### src/logic/skip_call_pkg.sv
package skip_call_pkg;
    localparam int PC_W = 10;
    localparam int DATA_W = 8;
    localparam int REG_ADDR_W = 6;
    localparam int BIT_SEL_W = 3;
    localparam int STACK_PTR_W = 3;
    localparam int STACK_DEPTH = 8;
    localparam logic [PC_W-1:0] PC_RESET = 10'h000;
    localparam logic [STACK_PTR_W-1:0] SP_RESET = 3'h0;
    localparam logic [PC_W-1:0] PC_STEP = 10'h001;
    localparam logic [STACK_PTR_W-1:0] SP_STEP = 3'h1;
    localparam logic [1:0] HIGH_BITS_LSB = 2'h0;

    typedef enum logic [1:0] {
        OP_NONE,
        OP_TEST_CLEAR,
        OP_TEST_SET,
        OP_CALL
    } unit_op_e;
endpackage

### src/logic/return_stack.sv
`timescale 1ns/10ps
module return_stack
    import skip_call_pkg::*;
#(
    parameter int DEPTH = STACK_DEPTH
) (
    input wire logic clk_i,
    input wire logic rst_b_i,
    input wire logic push_i,
    input wire logic [PC_W-1:0] push_data_i,
    output logic [STACK_PTR_W-1:0] ptr_o,
    output logic [PC_W-1:0] top_o
);
    logic [PC_W-1:0] slot_mem [DEPTH];
    logic [STACK_PTR_W-1:0] ptr_reg;
    logic [PC_W-1:0] top_reg;

    assign ptr_o = ptr_reg;
    assign top_o = top_reg;

    // Store at current slot, then advance
    always_ff @(posedge clk_i or negedge rst_b_i) begin
        if (!rst_b_i) begin
            ptr_reg <= SP_RESET;
            top_reg <= PC_RESET;
        end else if (push_i) begin
            ptr_reg <= ptr_reg + SP_STEP;
            top_reg <= push_data_i;
        end
    end

    always_ff @(posedge clk_i) begin
        if (push_i) begin
            slot_mem[ptr_reg] <= push_data_i;
        end
    end

    property p_slot_write;
        @(posedge clk_i) disable iff (!rst_b_i)
        push_i |=> slot_mem[$past(ptr_reg)] == $past(push_data_i) && top_reg == $past(push_data_i);
    endproperty
    a_slot_write: assert property (p_slot_write) else $error("push not stored at pointer slot");
endmodule

### src/logic/bit_test_skip_and_call_unit.sv
// Functional notes
// - Skip-if-clear skips when bit is 0
// - Skip-if-set skips when bit is 1
// - Skip runs NOP instead; 1 or 2 cycles
// - Calls push PC plus one first
// - Immediate call: two cycles, immediate to PC low
// - Immediate call: buffer bits 1:0 to PC high
// - Register call: two cycles, pointer to PC high
// - Register call: working register to PC low
`timescale 1ns/10ps
module bit_test_skip_and_call_unit
    import skip_call_pkg::*;
(
    // Clock and reset
    input wire logic CORE_CLK_I,
    input wire logic RST_B_I,
    // Decoded instruction strobes (one cycle each)
    input wire logic TEST_BIT_SKIP_IF_CLEAR_I,
    input wire logic TEST_BIT_SKIP_IF_SET_I,
    input wire logic CALL_IMMEDIATE_I,
    input wire logic CALL_VIA_WORKING_REGISTER_I,
    input wire logic [BIT_SEL_W-1:0] BIT_SEL_I,
    input wire logic [DATA_W-1:0] IMMEDIATE_I,
    input wire logic [PC_W-1:0] CURRENT_PC_I,
    // Operand sources
    input wire logic [DATA_W-1:0] REG_DATA_I,
    input wire logic [DATA_W-1:0] WORKING_REGISTER_I,
    input wire logic [DATA_W-1:0] PROGRAM_COUNTER_HIGH_BUFFER_I,
    input wire logic [DATA_W-1:0] TABLE_HIGH_POINTER_I,
    // Fetch stage control
    output logic DISCARD_NEXT_O,
    output logic PC_LOAD_O,
    output logic [PC_W-1:0] PC_TARGET_O,
    output logic BUSY_O,
    // Stack view
    output logic [STACK_PTR_W-1:0] STACK_PTR_O,
    output logic [PC_W-1:0] STACK_TOP_O
);
    // ==========================================
    // Decode
    // ==========================================
    function automatic logic bit_of(input logic [DATA_W-1:0] d, input logic [BIT_SEL_W-1:0] s);
        return d[s];
    endfunction

    logic busy_reg;
    logic discard_reg;
    logic pc_load_reg;
    logic [PC_W-1:0] pc_target_reg;

    wire logic idle = !busy_reg;
    wire logic sel_bit = bit_of(REG_DATA_I, BIT_SEL_I);
    wire logic skip_clear = idle && TEST_BIT_SKIP_IF_CLEAR_I && !sel_bit;
    wire logic skip_set = idle && TEST_BIT_SKIP_IF_SET_I && sel_bit;
    wire logic skip_go = skip_clear || skip_set;
    wire logic call_imm = idle && CALL_IMMEDIATE_I;
    wire logic call_wreg = idle && !CALL_IMMEDIATE_I && CALL_VIA_WORKING_REGISTER_I;
    wire logic call_go = call_imm || call_wreg;
    wire logic [PC_W-1:0] return_addr = CURRENT_PC_I + PC_STEP;
    wire logic [PC_W-1:0] target_imm = {PROGRAM_COUNTER_HIGH_BUFFER_I[HIGH_BITS_LSB +: 2], IMMEDIATE_I};
    wire logic [PC_W-1:0] target_wreg = {TABLE_HIGH_POINTER_I[HIGH_BITS_LSB +: 2], WORKING_REGISTER_I};
    wire logic [PC_W-1:0] target_next = call_imm ? target_imm : target_wreg;

    // ==========================================
    // Sequencing: second cycle of skip or call
    // ==========================================
    always_ff @(posedge CORE_CLK_I or negedge RST_B_I) begin
        if (!RST_B_I) begin
            busy_reg <= 1'h0;
            discard_reg <= 1'h0;
            pc_load_reg <= 1'h0;
            pc_target_reg <= PC_RESET;
        end else begin
            busy_reg <= skip_go || call_go;
            discard_reg <= skip_go;
            pc_load_reg <= call_go;
            if (call_go) begin
                pc_target_reg <= target_next;
            end
        end
    end

    assign DISCARD_NEXT_O = discard_reg;
    assign PC_LOAD_O = pc_load_reg;
    assign PC_TARGET_O = pc_target_reg;
    assign BUSY_O = busy_reg;

    // ==========================================
    // Hardware stack
    // ==========================================
    return_stack #(
        .DEPTH(STACK_DEPTH)
    ) u_stack (
        .clk_i(CORE_CLK_I),
        .rst_b_i(RST_B_I),
        .push_i(call_go),
        .push_data_i(return_addr),
        .ptr_o(STACK_PTR_O),
        .top_o(STACK_TOP_O)
    );

    // ==========================================
    // Checks
    // ==========================================
    property p_skip_clear;
        @(posedge CORE_CLK_I) disable iff (!RST_B_I)
        skip_clear |=> DISCARD_NEXT_O && BUSY_O;
    endproperty
    a_skip_clear: assert property (p_skip_clear) else $error("clear skip missed");

    property p_skip_set;
        @(posedge CORE_CLK_I) disable iff (!RST_B_I)
        skip_set |=> DISCARD_NEXT_O;
    endproperty
    a_skip_set: assert property (p_skip_set) else $error("set skip missed");

    property p_no_skip;
        @(posedge CORE_CLK_I) disable iff (!RST_B_I)
        (idle && (TEST_BIT_SKIP_IF_CLEAR_I || TEST_BIT_SKIP_IF_SET_I) && !skip_go && !call_go) |=> !BUSY_O;
    endproperty
    a_no_skip: assert property (p_no_skip) else $error("non-skip test took two cycles");

    property p_discard_one;
        @(posedge CORE_CLK_I) disable iff (!RST_B_I)
        DISCARD_NEXT_O |=> !DISCARD_NEXT_O;
    endproperty
    a_discard_one: assert property (p_discard_one) else $error("discard held too long");

    property p_push_addr;
        @(posedge CORE_CLK_I) disable iff (!RST_B_I)
        call_go |=> STACK_TOP_O == $past(CURRENT_PC_I) + PC_STEP;
    endproperty
    a_push_addr: assert property (p_push_addr) else $error("wrong return address");

    property p_call_imm;
        @(posedge CORE_CLK_I) disable iff (!RST_B_I)
        call_imm |=> PC_LOAD_O && PC_TARGET_O == {$past(PROGRAM_COUNTER_HIGH_BUFFER_I[1:0]), $past(IMMEDIATE_I)};
    endproperty
    a_call_imm: assert property (p_call_imm) else $error("immediate call target wrong");

    property p_call_wreg;
        @(posedge CORE_CLK_I) disable iff (!RST_B_I)
        call_wreg |=> PC_LOAD_O && PC_TARGET_O == {$past(TABLE_HIGH_POINTER_I[1:0]), $past(WORKING_REGISTER_I)};
    endproperty
    a_call_wreg: assert property (p_call_wreg) else $error("register call target wrong");

    property p_call_two;
        @(posedge CORE_CLK_I) disable iff (!RST_B_I)
        call_go |=> BUSY_O ##1 !BUSY_O;
    endproperty
    a_call_two: assert property (p_call_two) else $error("call not two cycles");

    property p_sp_inc;
        @(posedge CORE_CLK_I) disable iff (!RST_B_I)
        call_go |=> STACK_PTR_O == $past(STACK_PTR_O) + SP_STEP;
    endproperty
    a_sp_inc: assert property (p_sp_inc) else $error("stack pointer not advanced");

    property p_busy_one;
        @(posedge CORE_CLK_I) disable iff (!RST_B_I)
        BUSY_O |=> !BUSY_O;
    endproperty
    a_busy_one: assert property (p_busy_one) else $error("busy held too long");

    property p_skip_no_load;
        @(posedge CORE_CLK_I) disable iff (!RST_B_I)
        (skip_go && !call_go) |=> !PC_LOAD_O;
    endproperty
    a_skip_no_load: assert property (p_skip_no_load) else $error("skip loaded the counter");

    property p_skip_no_push;
        @(posedge CORE_CLK_I) disable iff (!RST_B_I)
        (skip_go && !call_go) |=> $stable(STACK_PTR_O);
    endproperty
    a_skip_no_push: assert property (p_skip_no_push) else $error("skip pushed the stack");

    property p_clear_keep;
        @(posedge CORE_CLK_I) disable iff (!RST_B_I)
        (idle && TEST_BIT_SKIP_IF_CLEAR_I && !TEST_BIT_SKIP_IF_SET_I && REG_DATA_I[BIT_SEL_I]) |=> !DISCARD_NEXT_O;
    endproperty
    a_clear_keep: assert property (p_clear_keep) else $error("clear test skipped on set bit");

    property p_set_keep;
        @(posedge CORE_CLK_I) disable iff (!RST_B_I)
        (idle && TEST_BIT_SKIP_IF_SET_I && !TEST_BIT_SKIP_IF_CLEAR_I && !REG_DATA_I[BIT_SEL_I]) |=> !DISCARD_NEXT_O;
    endproperty
    a_set_keep: assert property (p_set_keep) else $error("set test skipped on clear bit");

    property p_busy_refuse;
        @(posedge CORE_CLK_I) disable iff (!RST_B_I)
        BUSY_O |=> $stable(STACK_PTR_O) && !PC_LOAD_O;
    endproperty
    a_busy_refuse: assert property (p_busy_refuse) else $error("strobe taken while busy");

    property p_target_hold;
        @(posedge CORE_CLK_I) disable iff (!RST_B_I)
        !call_go |=> $stable(PC_TARGET_O);
    endproperty
    a_target_hold: assert property (p_target_hold) else $error("target moved without a call");

    property p_top_hold;
        @(posedge CORE_CLK_I) disable iff (!RST_B_I)
        !call_go |=> $stable(STACK_TOP_O);
    endproperty
    a_top_hold: assert property (p_top_hold) else $error("stack top moved without a call");

    property p_call_no_discard;
        @(posedge CORE_CLK_I) disable iff (!RST_B_I)
        (call_go && !skip_go) |=> !DISCARD_NEXT_O;
    endproperty
    a_call_no_discard: assert property (p_call_no_discard) else $error("call raised discard");

    property p_imm_priority;
        @(posedge CORE_CLK_I) disable iff (!RST_B_I)
        (idle && CALL_IMMEDIATE_I && CALL_VIA_WORKING_REGISTER_I) |=> PC_TARGET_O[7:0] == $past(IMMEDIATE_I);
    endproperty
    a_imm_priority: assert property (p_imm_priority) else $error("immediate call lost priority");

    property p_load_one;
        @(posedge CORE_CLK_I) disable iff (!RST_B_I)
        PC_LOAD_O |=> !PC_LOAD_O;
    endproperty
    a_load_one: assert property (p_load_one) else $error("load held too long");
endmodule

### config.mk
export PLATFORM = sky130hd
export DESIGN_NAME = bit_test_skip_and_call_unit
export DESIGN_NICKNAME = d
export VERILOG_FILES = /design/src/logic/skip_call_pkg.sv /design/src/logic/return_stack.sv /design/src/logic/bit_test_skip_and_call_unit.sv
export SDC_FILE = /design/constraint.sdc
export NUM_CORES = 1
export LEC_CHECK = 0
export BUFFER_PORTS_ARGS = -buffer_cell sky130_fd_sc_hd__buf_2
export CORE_ASPECT_RATIO = 0.8
export CORE_MARGIN = 2
export CORE_UTILIZATION = 38
export DETAILED_ROUTE_END_ITERATION = 10
export PLACE_DENSITY = 0.79
export SLEW_MARGIN = 20
export SYNTH_ARGS = -nofsm -noshare
export SYNTH_HDL_FRONTEND = slang
export SYNTH_HIERARCHICAL = 1
export SYNTH_SLANG_ARGS = --single-unit
### constraint.sdc
create_clock -name CORE_CLK_I -period 1.8 [get_ports CORE_CLK_I]
set_clock_uncertainty 0.2 [all_clocks]
set_input_delay 0.45 -clock CORE_CLK_I [delete_from_list [all_inputs] [get_ports CORE_CLK_I]]
set_output_delay 0.45 -clock CORE_CLK_I [all_outputs]
set_load 0.03 [all_outputs]
==> results.toml <==
[sta]
maxSlewHeadroom_pct = 61.6
min_period_ps = 1700
setup_viol = 0
slew_viol_final = 0
fmax_mhz = 590
fin_crit_sh_pct = 94.2
setup_slack_ps = 104
holdWs_ps = 241
worst_pin_slew_ps = 576
rsz0062_at_grt = "no"
hold_violations = 0

[run]
maxCapViolations = 0

[die]
num_rows = 19
design.die.area_sq_um = 4020
die_x_microns = 70.4
die_h_microns = 57.1
io_pins = 85
core_area_sq_um = 3400
start_util_pct = 39.4

[placement]
dpl_cell_area_sq_um = 1770
port_buffers = 72
post-place-ws_ps = -51.6
place_hpwl_microns = 2290
gp_congestion = 0.768
dp_cells = 234

[yosys]
netlist_top_cells_count = "dfrtp_1, nand2_1, mux2_2"
synth_top_area_share_pct = 48.6
post-synth-top-count-cell = "dfrtp_1"
yosys_most_used_dff = "dfrtp_1"
synth_cells = 122
synthTopCellsByArea = "dfrtp_1, mux2_2, and3b_1, xnor2_1, a21oi_1"
synth-seq-cells = 26
synth-edff-count = 0
syn_area_per_cell_sq_um = 11.0
synthesis.area_sq_um = 1340
synth_xor_area_share_pct = 6.54
synthMuxAreaShare_pct = 15.8
syn_nets = 183
ys_warn_count = 6
ys_types = 24
yosysTopAreaCell = "dfrtp_1"
synth-compound-area-share_pct = 8.04
synth_top_family_by_area = "simple AND/OR/NAND/NOR gates"
synth-adder-area-share_pct = 1.87
yosys.area_share.simple_pct = 15.8
async_flop_share_pct = 100
ys_seq_area_share_pct = 48.6

[setup_path]
max_stage_delay_ps = 410
timing.critical_path.buf_inv = 2
critPathArrivalTime_ps = 1050
cp.required_ps = 1150
critPathKind = "flop to primary output"
critPathTopFamily = "flip-flops"
worst_path_max_delay_cell = "dfrtp_2"
crit_fanout = 15
setup.worst_path.end_class = "primary output"
cp_cell_sequence = "buf_4 -> buf_2"
crit_path_start_kind = "flop"

[final_layout]
fill_cells = 314
layout.cells.non_filler = 239
num_antenna_cells = 0
fin_area_sq_um = 1830
fin_util_pct = 53.8
syn2layout_area_growth_pct = 36.7
drive_gt1_share_pct = 48.7
num-nets-final = 259

[drt]
drt_iter0_drc = 24
wl_per_cell_microns = 12.1
routed_wl_microns = 2890
drc = 0
first_pass_iters = 4
viasPerCell = 4.71
vias = 1125
postRouteAntennaNets = 0

[clocking]
cts.sinks = 26
cts_buffers = 3
cts_resized = 0
clock_path_buffers = 2
path_clk_slew_ps = 80
postCtsSetupBuffers = 0
ctsHtreeMaxLevel = 1
clock_latency_ps = 260
root_buffer = "clkbuf_8"
cts_tree = "built"

[global_route]
antenna_found_initial = 0
grt_start_max_net_pins = 27
first_global_vias = 1167
top_usage_layer = "met2"
overflow = 0
grt_pass1_wl_microns = 5030
use_met1_pct = 20.4
grt_use_met3_pct = 3.71
grtUsageMet2_pct = 27.0
grt_use_total_pct = 15.7

[power]
ir_drop_v = 0.000845
power.leakage_uw = 0.000954
power_density_nw_per_um2 = 1590

[worst_hold_path]
min_path_type = "input port to flop"

[outcome]
status = "complete, no violations"
-- final timing paths --
kind	start	end	slack, ps	cells past startpoint
setup / recovery	BUSY_O	BUSY_O	100	2
hold / removal	TEST_BIT_SKIP_IF_SET_I	DISCARD_NEXT_O	240	3
setup reg to reg	BUSY_O	u_stack/top_o[0]	290	3
hold reg to reg	u_stack/ptr_o[2]	u_stack/ptr_o[2]	270	1
max in group asynchronous	RST_B_I	BUSY_O	460	2
min in group asynchronous	RST_B_I	u_stack/top_o[6]	520	2
-- per-layer routing --
metal / up-vias / share of wire [%]
met3: 2 / 5.9
met2: 37 / 47
met4: 0 / 0.66
met5: - / 0
met1: 508 / 46
li1: 578 / -
-- placed cells by master, fill, tap and decap left out --
cell type      instances
a21oi_1               10
and3_1                 2
and3b_1               10
and4_1                 1
buf_12                 1
buf_2                 72
buf_4                  4
clkbuf_8               4
dfrtp_1               25
dfrtp_2                1
dlygate4sd3_1          1
ha_1                   2
inv_1                  1
inv_2                  1
mux2_2                11
mux2_4                 1
mux2i_1                5
mux4_2                 1
nand2_1               12
nand2b_1               2
nand3_1                3
nand4_1                2
nor2_1                 2
nor3_1                 2
o21ai_1               10
o21bai_1               1
xnor2_1                7
xor2_1                 3
-- worst register-to-register path: cells and delay by family, from the launching register on --
| kind | cells | cell delay [ps] |
|---|---|---|
| multiplexers | 1 | 380 |
| buffers and inverters | 1 | 240 |
| AO/OA/AOI/OAI | 1 | 180 |
| flip-flops | 1 | 410 |
-- power breakdown --
| group | switching (uW) | internal, uW | total (uW) |
|---|---|---|---|
| logic | 992 | 544 | 1540 |
| registers | 139 | 872 | 1010 |
| clock network | 173 | 195 | 368 |
| total | 1300 | 1610 | 2910 |
-- cell type report --
type                    count  area [sq um]  area share (%)
inverters                   2          7.51           0.410
flip-flops and latches     26           652            35.6
well taps                  42          52.6            2.87
multi-input cells          87           643            35.1
clock buffers               4          55.1            3.01
repair buffers             78           420            23.0
-- cell families after synthesis --
logic type,after synthesis
muxes,18
buffers and inverters,9
AOI/OAI and AO/OA,21
DFF,26
adders and majority gates,2
and+or+nand+nor,36
xor gates and xnor gates,10
-- flip-flops by register name (all words and copies together), names as in the netlist --
signal / cells
BUSY_O: 1
DISCARD_NEXT_O: 1
PC_LOAD_O: 1
PC_TARGET_O: 10
u_stack/ptr_o: 3
u_stack/top_o: 10
-- per-stage QoR --
| stage | TNS [ps] | power (uW) |
|---|---|---|
| after floorplan | 0 | 2100 |
| after detailed placement | -51.6 | 2590 |
| after CTS | 0 | 2960 |
| final | 0 | 2910 |
| after global placement | -21.1 | 2540 |
| after global routing | 0 | 3120 |
-- repair_timing --
action / in CTS / in global routing
endpoints found under the setup margin: 0 / 0
endpoints found under the hold margin: 26 / 0
hold buffers: 1 / 0
No activity file was read; power rests on OpenSTA's default activity.
